--- config.mk ---
export PLATFORM = sky130hd
export DESIGN_NAME = thread_core_signaling
export DESIGN_NICKNAME = d
export VERILOG_FILES = /design/src/rtl/signaling_pkg.sv /design/src/rtl/engine_event_bank.sv /design/src/rtl/axil_reg_slave.sv /design/src/rtl/thread_core_signaling.sv
export VERILOG_INCLUDE_DIRS = /design/src /design/src/rtl
export SDC_FILE = /design/constraint.sdc
export NUM_CORES = 1
export LEC_CHECK = 0
export BUFFER_PORTS_ARGS = -buffer_cell sky130_fd_sc_hd__buf_2
export CORE_MARGIN = 3
export CORE_UTILIZATION = 45
export CTS_BUF_LIST = sky130_fd_sc_hd__clkbuf_2
export DETAILED_ROUTE_END_ITERATION = 6
export GPL_TIMING_DRIVEN = 0
export PLACE_DENSITY = 0.69
export SYNTH_ARGS = -nofsm -noshare
export SYNTH_HDL_FRONTEND = slang
export SYNTH_SLANG_ARGS = --single-unit
export TNS_END_PERCENT = 50
--- constraint.sdc ---
create_clock -name aclk -period 3.2 [get_ports aclk]
set_input_delay 0.32 -clock aclk [delete_from_list [all_inputs] [get_ports aclk]]
set_output_delay 0.32 -clock aclk [all_outputs]
set_load 0.005 [all_outputs]
--- src/rtl/signaling_consts.svh ---
// Constants for the thread and host-core signaling block
`ifndef SIGNALING_CONSTS_SVH
`define SIGNALING_CONSTS_SVH

// Thread population
`define THREAD_COUNT      24
`define THREAD_W          5
`define ENGINE_COUNT      6
`define CTX_PER_ENGINE    4
`define REC_QUEUE_DEPTH   2'h2

// Register byte offsets
`define ADDR_W            8
`define OFS_INT_FLAGS     8'h00
`define OFS_INT_SELECT    8'h04
`define OFS_THREAD_SIGNAL 8'h08
`define OFS_INPUT_STATES  8'h0c
`define OFS_SIGNAL_EVENTS 8'h10

// Field positions
`define SEL_FIQ_BIT       0
`define INS_REC_AVAIL_BIT 0
`define INS_PUSH_PROT_BIT 1
`define INS_SEL_REC_AVAIL 1'b0
`define INS_SEL_PUSH_PROT 1'b1

// Reset values
`define INT_FLAGS_RST     24'h000000
`define INT_SELECT_RST    1'b0
`define EVENTS_RST        4'h0

// Bus responses
`define RESP_OKAY         2'h0
`define RESP_SLVERR       2'h2

`endif

--- src/rtl/signaling_pkg.sv ---
// Types for the thread and host-core signaling block
package signaling_pkg;

    // Register-bus slave state
    typedef struct packed {
        logic        awready;
        logic        wready;
        logic        aw_held;
        logic [7:0]  awaddr;
        logic        w_held;
        logic [31:0] wdata;
        logic [3:0]  wstrb;
        logic        bvalid;
        logic [1:0]  bresp;
        logic        arready;
        logic        ar_held;
        logic [7:0]  araddr;
        logic        rvalid;
        logic [31:0] rdata;
        logic [1:0]  rresp;
    } axil_state_s;

    // Pending inter-thread events of one engine
    typedef struct packed {
        logic [3:0] pending;
    } bank_state_s;

    // Top-level state
    typedef struct packed {
        logic [23:0] flags;
        logic        fiq_sel;
        logic        fiq;
        logic        irq;
        logic        rec_avail;
        logic        push_protect;
        logic        inp_taken;
        logic        nosig_taken;
    } core_state_s;

endpackage

--- src/rtl/engine_event_bank.sv ---
// Inter-thread event bits of the four contexts of one engine
`timescale 1ns/10ps
`default_nettype none
`include "signaling_consts.svh"

module engine_event_bank #(
    parameter logic [2:0] ENGINE = 3'h0
) (
    input  wire logic       aclk,
    input  wire logic       aresetn,
    input  wire logic       host_sig_valid,
    input  wire logic [4:0] host_sig_thread,
    input  wire logic       eng_sig_valid,
    input  wire logic [4:0] eng_sig_thread,
    input  wire logic       clr_valid,
    input  wire logic [4:0] clr_thread,
    output logic      [3:0] pending
);

    signaling_pkg::bank_state_s s_r;
    signaling_pkg::bank_state_s s_nxt;

    // One-hot context select when the broadcast names one of our contexts
    function automatic logic [3:0] ctx_onehot(input logic v, input logic [4:0] t);
        logic [3:0] oh;
        oh = 4'h0;
        if (v && t < 5'(`THREAD_COUNT) && t[4:2] == ENGINE) begin
            oh[t[1:0]] = 1'b1;
        end
        return oh;
    endfunction

    // Set beats clear so an event landing on the consume cycle survives
    always_comb begin
        s_nxt = s_r;
        s_nxt.pending = (s_r.pending & ~ctx_onehot(clr_valid, clr_thread))
                      | ctx_onehot(host_sig_valid, host_sig_thread)
                      | ctx_onehot(eng_sig_valid, eng_sig_thread);
    end

    // Unbuffered: a repeat on a set bit merges into it
    always_ff @(posedge aclk) begin
        if (!aresetn) begin
            s_r.pending <= `EVENTS_RST;
        end else begin
            s_r <= s_nxt;
        end
    end

    assign pending = s_r.pending;

endmodule // engine_event_bank

`default_nettype wire

--- src/rtl/axil_reg_slave.sv ---
// AXI4-Lite slave front end with one write and one read in flight
`timescale 1ns/10ps
`default_nettype none
`include "signaling_consts.svh"

module axil_reg_slave (
    input  wire logic        aclk,
    input  wire logic        aresetn,
    input  wire logic [7:0]  s_axil_awaddr,
    input  wire logic        s_axil_awvalid,
    output logic             s_axil_awready,
    input  wire logic [31:0] s_axil_wdata,
    input  wire logic [3:0]  s_axil_wstrb,
    input  wire logic        s_axil_wvalid,
    output logic             s_axil_wready,
    output logic [1:0]       s_axil_bresp,
    output logic             s_axil_bvalid,
    input  wire logic        s_axil_bready,
    input  wire logic [7:0]  s_axil_araddr,
    input  wire logic        s_axil_arvalid,
    output logic             s_axil_arready,
    output logic [31:0]      s_axil_rdata,
    output logic [1:0]       s_axil_rresp,
    output logic             s_axil_rvalid,
    input  wire logic        s_axil_rready,
    output logic             wr_en,
    output logic [7:0]       wr_addr,
    output logic [31:0]      wr_data,
    output logic [3:0]       wr_strb,
    input  wire logic [1:0]  wr_resp,
    output logic             rd_en,
    output logic [7:0]       rd_addr,
    input  wire logic [31:0] rd_data,
    input  wire logic [1:0]  rd_resp
);

    signaling_pkg::axil_state_s s_r;
    signaling_pkg::axil_state_s s_nxt;

    // Write strobe fires once both halves of a write are held, read strobe once the address is held
    assign wr_en   = s_r.aw_held && s_r.w_held && !s_r.bvalid;
    assign wr_addr = s_r.awaddr;
    assign wr_data = s_r.wdata;
    assign wr_strb = s_r.wstrb;
    assign rd_en   = s_r.ar_held && !s_r.rvalid;
    assign rd_addr = s_r.araddr;

    // Channel handshakes; address and data may come in either order
    always_comb begin
        s_nxt = s_r;
        if (s_axil_awvalid && s_r.awready) begin
            s_nxt.aw_held = 1'b1;
            s_nxt.awaddr  = s_axil_awaddr;
        end
        if (s_axil_wvalid && s_r.wready) begin
            s_nxt.w_held = 1'b1;
            s_nxt.wdata  = s_axil_wdata;
            s_nxt.wstrb  = s_axil_wstrb;
        end
        if (wr_en) begin
            s_nxt.aw_held = 1'b0;
            s_nxt.w_held  = 1'b0;
            s_nxt.bvalid  = 1'b1;
            s_nxt.bresp   = wr_resp;
        end else if (s_r.bvalid && s_axil_bready) begin
            s_nxt.bvalid = 1'b0;
        end
        if (s_axil_arvalid && s_r.arready) begin
            s_nxt.ar_held = 1'b1;
            s_nxt.araddr  = s_axil_araddr;
        end
        if (rd_en) begin
            s_nxt.ar_held = 1'b0;
            s_nxt.rvalid  = 1'b1;
            s_nxt.rdata   = rd_data;
            s_nxt.rresp   = rd_resp;
        end else if (s_r.rvalid && s_axil_rready) begin
            s_nxt.rvalid = 1'b0;
        end
        // Readies stay low until the previous answer has been taken
        s_nxt.awready = !s_nxt.aw_held && !s_nxt.bvalid && !wr_en;
        s_nxt.wready  = !s_nxt.w_held && !s_nxt.bvalid && !wr_en;
        s_nxt.arready = !s_nxt.ar_held && !s_nxt.rvalid && !rd_en;
    end

    always_ff @(posedge aclk) begin
        if (!aresetn) begin
            s_r <= '0;
        end else begin
            s_r <= s_nxt;
        end
    end

    assign s_axil_awready = s_r.awready;
    assign s_axil_wready  = s_r.wready;
    assign s_axil_bvalid  = s_r.bvalid;
    assign s_axil_bresp   = s_r.bresp;
    assign s_axil_arready = s_r.arready;
    assign s_axil_rvalid  = s_r.rvalid;
    assign s_axil_rdata   = s_r.rdata;
    assign s_axil_rresp   = s_r.rresp;

endmodule // axil_reg_slave

`default_nettype wire

--- src/rtl/thread_core_signaling.sv ---
// Thread-to-host interrupts, inter-thread signals and engine input states
`timescale 1ns/10ps
`default_nettype none
`include "signaling_consts.svh"

module thread_core_signaling (
    input  wire logic        aclk,
    input  wire logic        aresetn,
    // Register bus
    input  wire logic [7:0]  s_axil_awaddr,
    input  wire logic        s_axil_awvalid,
    output logic             s_axil_awready,
    input  wire logic [31:0] s_axil_wdata,
    input  wire logic [3:0]  s_axil_wstrb,
    input  wire logic        s_axil_wvalid,
    output logic             s_axil_wready,
    output logic [1:0]       s_axil_bresp,
    output logic             s_axil_bvalid,
    input  wire logic        s_axil_bready,
    input  wire logic [7:0]  s_axil_araddr,
    input  wire logic        s_axil_arvalid,
    output logic             s_axil_arready,
    output logic [31:0]      s_axil_rdata,
    output logic [1:0]       s_axil_rresp,
    output logic             s_axil_rvalid,
    input  wire logic        s_axil_rready,
    // Thread fast writes to the interrupt flags
    input  wire logic        fast_wr_valid,
    input  wire logic [4:0]  fast_wr_thread,
    input  wire logic [23:0] fast_wr_data,
    // Thread writes to the inter-thread signal register
    input  wire logic        thread_sig_valid,
    input  wire logic [4:0]  thread_sig_target,
    // Context arbiter consumes an event
    input  wire logic        event_clr_valid,
    input  wire logic [4:0]  event_clr_thread,
    // Input-state sources
    input  wire logic [1:0]  rec_req_count,
    input  wire logic        autopush_active,
    input  wire logic        push_writing_xfer,
    // Branch queries
    input  wire logic        branch_on_input_state,
    input  wire logic        branch_input_select,
    input  wire logic        branch_on_no_signal,
    input  wire logic [4:0]  branch_no_signal_thread,
    // Engine and host outputs
    output logic             rec_req_avail,
    output logic             push_protect,
    output logic             input_branch_taken,
    output logic             no_signal_branch_taken,
    output logic [23:0]      signal_wakeup,
    output logic             host_fiq,
    output logic             host_irq
);

    signaling_pkg::core_state_s s_r;
    signaling_pkg::core_state_s s_nxt;

    logic        wr_en;
    logic [7:0]  wr_addr;
    logic [31:0] wr_data;
    logic [3:0]  wr_strb;
    logic [1:0]  wr_resp;
    logic        rd_en;
    logic [7:0]  rd_addr;
    logic [31:0] rd_data;
    logic [1:0]  rd_resp;
    logic [23:0] pending;
    logic        host_sig_valid;
    logic [4:0]  host_sig_thread;
    logic [23:0] fast_set;
    logic [23:0] host_clr;
    logic [31:0] lane_mask;

    // Byte-enable expansion for write strobes
    function automatic logic [31:0] strb_mask(input logic [3:0] strb);
        logic [31:0] m;
        for (int i = 0; i < 4; i++) begin
            m[i*8 +: 8] = {8{strb[i]}};
        end
        return m;
    endfunction

    // Address decode shared by reads and writes
    function automatic logic addr_mapped(input logic [7:0] a);
        return a == `OFS_INT_FLAGS || a == `OFS_INT_SELECT || a == `OFS_THREAD_SIGNAL
            || a == `OFS_INPUT_STATES || a == `OFS_SIGNAL_EVENTS;
    endfunction

    axil_reg_slave u_bus (
        .aclk           (aclk),
        .aresetn        (aresetn),
        .s_axil_awaddr  (s_axil_awaddr),
        .s_axil_awvalid (s_axil_awvalid),
        .s_axil_awready (s_axil_awready),
        .s_axil_wdata   (s_axil_wdata),
        .s_axil_wstrb   (s_axil_wstrb),
        .s_axil_wvalid  (s_axil_wvalid),
        .s_axil_wready  (s_axil_wready),
        .s_axil_bresp   (s_axil_bresp),
        .s_axil_bvalid  (s_axil_bvalid),
        .s_axil_bready  (s_axil_bready),
        .s_axil_araddr  (s_axil_araddr),
        .s_axil_arvalid (s_axil_arvalid),
        .s_axil_arready (s_axil_arready),
        .s_axil_rdata   (s_axil_rdata),
        .s_axil_rresp   (s_axil_rresp),
        .s_axil_rvalid  (s_axil_rvalid),
        .s_axil_rready  (s_axil_rready),
        .wr_en          (wr_en),
        .wr_addr        (wr_addr),
        .wr_data        (wr_data),
        .wr_strb        (wr_strb),
        .wr_resp        (wr_resp),
        .rd_en          (rd_en),
        .rd_addr        (rd_addr),
        .rd_data        (rd_data),
        .rd_resp        (rd_resp)
    );

    // Host write to the signal register becomes a broadcast beat
    assign lane_mask       = strb_mask(wr_strb);
    assign host_sig_valid  = wr_en && wr_addr == `OFS_THREAD_SIGNAL && wr_strb[0];
    assign host_sig_thread = wr_data[4:0];
    assign wr_resp         = addr_mapped(wr_addr) ? `RESP_OKAY : `RESP_SLVERR;
    assign rd_resp         = addr_mapped(rd_addr) ? `RESP_OKAY : `RESP_SLVERR;

    // Host and thread signals go to all engines on separate lanes so neither is lost
    for (genvar e = 0; e < `ENGINE_COUNT; e++) begin : g_engine
        engine_event_bank #(
            .ENGINE (3'(e))
        ) u_bank (
            .aclk            (aclk),
            .aresetn         (aresetn),
            .host_sig_valid  (host_sig_valid),
            .host_sig_thread (host_sig_thread),
            .eng_sig_valid   (thread_sig_valid),
            .eng_sig_thread  (thread_sig_target),
            .clr_valid       (event_clr_valid),
            .clr_thread      (event_clr_thread),
            .pending         (pending[e*`CTX_PER_ENGINE +: `CTX_PER_ENGINE])
        );
    end

    // Event bits leave straight from the bank flops to wake the arbiter
    assign signal_wakeup = pending;

    // Read data mux; reserved bits read as zero
    always_comb begin
        rd_data = 32'h0;
        case (rd_addr)
            `OFS_INT_FLAGS:     rd_data[23:0] = s_r.flags;
            `OFS_INT_SELECT:    rd_data[`SEL_FIQ_BIT] = s_r.fiq_sel;
            `OFS_INPUT_STATES: begin
                rd_data[`INS_REC_AVAIL_BIT] = s_r.rec_avail;
                rd_data[`INS_PUSH_PROT_BIT] = s_r.push_protect;
            end
            `OFS_SIGNAL_EVENTS: rd_data[23:0] = pending;
            default:            rd_data = 32'h0;
        endcase
    end

    // Raw fast-write data is shifted; values other than 1 spill into neighbours
    assign fast_set = fast_wr_valid && fast_wr_thread < 5'(`THREAD_COUNT)
                    ? fast_wr_data << fast_wr_thread : 24'h0;

    // Write-one-to-clear on the flag register, honouring byte lanes
    assign host_clr = wr_en && wr_addr == `OFS_INT_FLAGS
                    ? wr_data[23:0] & lane_mask[23:0] : 24'h0;

    // Next state of flags, select, host lines and engine status
    always_comb begin
        s_nxt = s_r;
        // A thread setting its flag in the clearing cycle keeps it set
        s_nxt.flags = (s_r.flags & ~host_clr) | fast_set;
        if (wr_en && wr_addr == `OFS_INT_SELECT && wr_strb[0]) begin
            s_nxt.fiq_sel = wr_data[`SEL_FIQ_BIT];
        end
        // Host lines follow the registered flags one cycle later
        s_nxt.fiq = s_r.fiq_sel && |s_r.flags;
        s_nxt.irq = !s_r.fiq_sel && |s_r.flags;
        // Status lines sampled every cycle from the live sources
        s_nxt.rec_avail    = rec_req_count < `REC_QUEUE_DEPTH;
        s_nxt.push_protect = autopush_active && push_writing_xfer;
        // Branch answers use the states as they stand now
        if (branch_on_input_state) begin
            s_nxt.inp_taken = branch_input_select == `INS_SEL_PUSH_PROT
                            ? s_r.push_protect : s_r.rec_avail;
        end else begin
            s_nxt.inp_taken = 1'b0;
        end
        if (branch_on_no_signal && branch_no_signal_thread < 5'(`THREAD_COUNT)) begin
            s_nxt.nosig_taken = !pending[branch_no_signal_thread];
        end else begin
            s_nxt.nosig_taken = 1'b0;
        end
    end

    // Single state register of the top
    always_ff @(posedge aclk) begin
        if (!aresetn) begin
            s_r.flags        <= `INT_FLAGS_RST;
            s_r.fiq_sel      <= `INT_SELECT_RST;
            s_r.fiq          <= 1'b0;
            s_r.irq          <= 1'b0;
            s_r.rec_avail    <= 1'b0;
            s_r.push_protect <= 1'b0;
            s_r.inp_taken    <= 1'b0;
            s_r.nosig_taken  <= 1'b0;
        end else begin
            s_r <= s_nxt;
        end
    end

    // Outputs straight from the state register
    assign rec_req_avail          = s_r.rec_avail;
    assign push_protect           = s_r.push_protect;
    assign input_branch_taken     = s_r.inp_taken;
    assign no_signal_branch_taken = s_r.nosig_taken;
    assign host_fiq               = s_r.fiq;
    assign host_irq               = s_r.irq;

endmodule // thread_core_signaling

`default_nettype wire

**Yosys cells after proc, flatten, opt, wreduce, memory -nomap -nowiden**

Cells that the tools add are included.

- Bits in registers: 143
- Input port bits: 113
- Output and inout bits: 71

- $lt $le $gt $ge: 13
- Eq/ne operators: 23
- Shift operators: 1
- Multiplexer cells: 44
- Bitwise gates (word level): 28
- Reduce and logical (&&, ||, !) cells: 75

Operator list:

| operator | number |
|---|---|
| 4-bit 2-to-1 mux | 18 |
| 24-bit AND | 2 |
| 1-bit logical AND | 48 |
| 24-bit 2-to-1 mux | 2 |
| 4-bit OR | 12 |
| 22-bit case mux with 2 select lines | 1 |
| 37-bit 2-to-1 mux | 1 |
| 8-bit by 4-bit == test with 1-bit output, second input constant | 4 |
| 5-bit < comparator, second input constant | 5 |
| 4-bit AND | 6 |
| 24-bit inverter | 1 |
| 4-bit inverter | 6 |
| 24-bit OR | 1 |
| 24-bit OR reduction | 1 |
| 24-bit by 5-bit << shifter with 24-bit output | 1 |
| 3-bit by 2-bit == test with 1-bit output, second input constant | 6 |
| 3-bit == test, second input constant | 6 |
| 9-bit 2-to-1 mux | 2 |
| 8-bit by 3-bit == test with 1-bit output, second input constant | 2 |
| 8-bit by 5-bit == test with 1-bit output, second input constant | 2 |
| 8-bit logical NOT | 2 |
| 1-bit 2-to-1 mux | 12 |
| 1-bit logical NOT | 11 |
| 3-bit by 1-bit == test with 1-bit output, second input constant | 3 |
| 12 further kinds | 29 |

**Longest topological paths before layout**

- Depth in word-level cells: 9
- Depth in mapped cells: 8

**By module**

A second synthesis with hierarchy kept.

- Cells, all modules: 1,003
- Area, all modules: 8,799.7 um^2

By module, submodules not included:

| module | times used | cells an instance | area each (um^2) | sequential area each (um^2) |
|---|---|---|---|---|
| axil_reg_slave | 1 | 500 | 4,282.9 | 1,921.8 |
| thread_core_signaling | 1 | 335 | 3,050.4 | 620.6 |
| engine_event_bank at g_engine[1].u_bank ... | 3 | 28 | 237.7 | 80.1 |
| engine_event_bank at g_engine[5].u_bank | 1 | 26 | 252.7 | 80.1 |
| engine_event_bank at g_engine[0].u_bank | 1 | 28 | 250.2 | 80.1 |
| engine_event_bank at g_engine[3].u_bank | 1 | 30 | 250.2 | 80.1 |

**Least setup slack after synthesis**

No wires, ideal clock.

- Kind: input -> register
- From: input fast_wr_thread[1]
- To: register s_r[24] (netlist name)
- Setup time: 0.117 ns
- Arrival time: 1.744 ns
- Required time: 3.083 ns
- Slack: 1.338 ns
- Stages on the path: 8
- Buffers on the path: 4
- Cells stage by stage: buf_2 buf_6 buf_2 buf_4 mux4_2 a32oi_1 o22ai_1 a32o_1

- Cells in the longest elaborated chain, start to end: 4

RTL lines:

| item | line | source |
|---|---|---|
| start: declaration | thread_core_signaling.sv:29 | `input wire logic [4:0] fast_wr_thread,` |
| 5-bit < comparator | thread_core_signaling.sv:164 | `` assign fast_set = fast_wr_valid && fast_wr_thread < 5'(`THREAD_COUNT) `` |
| 1-bit logical AND | thread_core_signaling.sv:164 |  |
| 24-bit 2-to-1 mux * | thread_core_signaling.sv:164 |  |
| 24-bit OR * | thread_core_signaling.sv:175 | `s_nxt.flags = (s_r.flags & ~host_clr) \| fast_set;` |
| end signal: assignment | thread_core_signaling.sv:211 | `s_r <= s_nxt;` |
| end: declaration | thread_core_signaling.sv:56 | `signaling_pkg::core_state_s s_r;` |

Mark *: on every way between the ends. The rest lies on a longest branch, timed or not.
A chain may end at the register's enable or synchronous reset.

**Worst setup path in the final report**

- From: register, netlist name g_engine[0].u_bank.pending[2]
- To: register s_r (netlist bit no_signal_branch_taken)

- Cells in the longest elaborated chain, start to end: 3

RTL lines:

| item | line | source |
|---|---|---|
| 1-bit binary-select mux with 5-bit select | thread_core_signaling.sv:193 | `s_nxt.nosig_taken = !pending[branch_no_signal_thread];` |
| 1-bit 2-to-1 mux (implied by the code) | thread_core_signaling.sv:193 |  |
| 1-bit logical NOT | thread_core_signaling.sv:193 |  |

Every way passes these cells. The select of a mux whose other input is x is not followed.

==> impl_metrics.env <==
export IMPL_die_x_microns=137.0
export IMPL_yosysSeqAreaShare_pct=34.24
export IMPL_synthArstFlopShare_pct=0
export IMPL_drive_gt1_share_pct=25.78
export IMPL_synth_area_sq_um=7717
export IMPL_drc=0
export IMPL_ys_ff_latch=132
export IMPL_yosys_area_top_type_share_pct=34.24
export IMPL_grt_start_max_net_pins=17
export IMPL_tightest_slew_ns=0.7519
export IMPL_grt_pass1_vias=7182
export IMPL_final_cell_mix="buf_2, nand2_1, dfxtp_1"
export IMPL_critPathBufInv=1
export IMPL_min_to="u_bus.rd_addr[6]$_SDFFE_PN0P_"
export IMPL_mostFrequentLayoutCell="buf_2"
export IMPL_cpPeakStageDelay_ns=0.56
export IMPL_cp_max_fo=4
export IMPL_io_buffers=155
export IMPL_rsz0062_at_grt="no"
export IMPL_design_area_sq_um=9604
export IMPL_htree_levels=4
export IMPL_diodes=0
export IMPL_reg2reg_depth=5
export IMPL_finalNetCount=1218
export IMPL_r2r_start="g_engine[0].u_bank.pending[2]$_SDFF_PN0_"
export IMPL_grt_use_total_pct=26.16
export IMPL_timing_final_ws_setup_ns=0.9260
export IMPL_syn2layout_area_growth_pct=24.45
export IMPL_clock_latency_ns=0.72
export IMPL_drt_total_wl_microns=24700
export IMPL_drt_iter0_markers=677
export IMPL_timing_final_crit_share_pct=71.06
export IMPL_synth_cells=865
export IMPL_final_setup_skew_ns=0.03578
export IMPL_clock_path_buffers=2
export IMPL_cts_clk_slew_worst_paths_ns=0.18
export IMPL_viasPerCell=5.634
export IMPL_ios=184
export IMPL_cp_arrival_ns=2.93
export IMPL_crit_top_cell="mux4_2"
export IMPL_finalSetupViolations=0
export IMPL_fmax_mhz=439.8
export IMPL_avgSynthCellArea_sq_um=8.922
export IMPL_startpoint_type="flop"
export IMPL_die_height_microns=137.0
export IMPL_first_pass_iters=5
export IMPL_numPlacedInstances=1249
export IMPL_start_util_pct=46.21
export IMPL_cts_resized_gates=0
export IMPL_layout_min_cycle_time_ns=2.274
export IMPL_routabilityCongestion=0.9153
export IMPL_crit_chain="mux4_2 -> mux4_2 -> o22ai_1 -> and3_1 -> dlygate4sd3_1"
export IMPL_r2r_slack_ns=0.93
export IMPL_hp_start="s_axil_arvalid"
export IMPL_cts_setup_buffers=0
export IMPL_synth_distinct_cells=62
export IMPL_r2r_end="no_signal_branch_taken$_SDFF_PN0_"
export IMPL_status="completed"
export IMPL_ir_drop_mv=0.2535
export IMPL_core_area_sq_um=16700
export IMPL_whs_path_depth=3
export IMPL_ctsHoldBuffers=57
export IMPL_row_count=47
export IMPL_final_cells=1337
export IMPL_crit_family="multiplexers"
export IMPL_pre_cts_slack_ns=0.9623
export IMPL_synth_ff_type="dfxtp_1"
export IMPL_grt_overflow_total=0
export IMPL_grt_pass1_wl_microns=38020
export IMPL_cts_tree="built"
export IMPL_cap_violations=0
export IMPL_place_hpwl_microns=18960
export IMPL_die_area_sq_um=18760
export IMPL_antenna_found_initial=0
export IMPL_cpMaxStageDelayCell="dlygate4sd3_1"
export IMPL_worstPathRequired_ns=3.86
export IMPL_ys_warn_count=0
export IMPL_path_class="flop to flop"
export IMPL_ant_nets=0
export IMPL_synth_area_top_cells="dfxtp_1, mux4_2, nand2_1, a21boi_1, mux2i_1"
export IMPL_final_util_pct=57.51
export IMPL_final_max_slew_violation_count=0
export IMPL_cts_buffers=17
export IMPL_synth_edf_count=0
export IMPL_vias=7533
export IMPL_hold_viol=0
export IMPL_hold_class="input port to flop"
export IMPL_cp_end_kind="flop"
export IMPL_p_leak_nw=3.804
export IMPL_setup_tns_ns=0
export IMPL_drt_wirelength_per_cell_microns=18.48
export IMPL_clock_sinks=132
export IMPL_synth_largest_area_cell="dfxtp_1"
export IMPL_powerDensity_nw_per_um2=365.4
export IMPL_placed_area_sq_um=8802
export IMPL_root_buffer="clkbuf_2"
export IMPL_slew_headroom_pct=49.16
[Yosys cell counts (all sizes together), types with 3 or more instances]
master	count
buf	62
mux2i	45
a21boi	72
a21oi	10
nor2	31
a31o	11
nand2b	11
nand4	13
o221ai	6
nand4b	17
o21ai	27
a32oi	9
a31oi	4
clkbuf	43
nor4bb	6
nand3	31
mux2	8
nor2b	10
mux4	35
a21o	3
nor3	11
a22oi	20
a32o	10
nor4	11
o22ai	4
inv	10
and3	5
or4	3
dfxtp	132
and2	27
nand2	149
[cell type report]
| cell class | count | area (sq um) |
|---|---|---|
| fill | 1527 | 7097 |
| tap | 220 | 275.3 |
| inverter | 11 | 41.29 |
| sequential | 132 | 2643 |
| buffer | 105 | 574.3 |
| multi-input combinational | 626 | 4493 |
| clock inverter | 13 | 141.4 |
| timing repair buffer | 212 | 1346 |
| clock buffer | 18 | 90.09 |
[flip-flops by register name, indices dropped and copies added (netlist names), 3 cells and up]
| register | cells |
|---|---|
| u_bus.wr_data | 24 |
| u_bus.rd_addr | 8 |
| u_bus.wr_addr | 8 |
| u_bus.s_r | 3 |
| u_bus.s_axil_rdata | 24 |
| s_r | 25 |
| u_bus.wr_strb | 3 |
| g_engine.u_bank.pending | 24 |
[kinds of logic after synthesis]
kind of cell	count (synthesis)	synth area share, %
and+or+nand+nor	338	22.41
AOI/OAI and AO/OA	190	18.11
DFF	132	34.24
buffers and inverters	116	7.977
muxes	88	17.22
other	1	0.04859
[per-stage QoR]
step / hold WS, ns / total power, mW
after floorplan: 0.3916 / 2.216
after global placement: 0.4385 / 2.447
after detailed placement: 0.4415 / 2.454
after CTS: 0.002025 / 3.510
after global routing: 0.01701 / 3.666
final: 0.05097 / 3.510
[tightest hold or removal path, cell delays in order]
cell	delay [ns]
clkbuf_1	0.19
nand3_1	0.15
a21boi_1	0.05
[per-layer routing]
layer	track usage, %	vias to the layer above	routed length, microns
met2	42.15	352	11230
met5	0	-	0
met1	34.29	3516	10650
li1	-	3604	-
met3	6.287	61	2050
met4	9.313	0	764
[where the power goes]
part	switching, mW	total (mW)	internal [mW]
clock network	0.603	1.02	0.420
logic	0.375	0.714	0.338
registers	0.0603	1.77	1.71
[how the worst max path moves through the flow]
| stage | from | depth (start not counted) | slack (ns) | to |
|---|---|---|---|---|
| after global routing | g_engine[4].u_bank.pending[3]$_SDFF_PN0_ | 5 | 0.86 | no_signal_branch_taken$_SDFF_PN0_ |
| after detailed placement | fast_wr_thread[2] | 6 | 0.96 | s_r[27]$_SDFF_PN0_ |
| final | g_engine[0].u_bank.pending[2]$_SDFF_PN0_ | 5 | 0.93 | no_signal_branch_taken$_SDFF_PN0_ |
| after floorplan | fast_wr_thread[1] | 8 | 1.34 | s_r[24]$_SDFF_PN0_ |
| after CTS | g_engine[0].u_bank.pending[2]$_SDFF_PN0_ | 5 | 0.96 | no_signal_branch_taken$_SDFF_PN0_ |
| after global placement | fast_wr_thread[2] | 6 | 1.0 | s_r[27]$_SDFF_PN0_ |
Power figures use the tool's default switching activity.
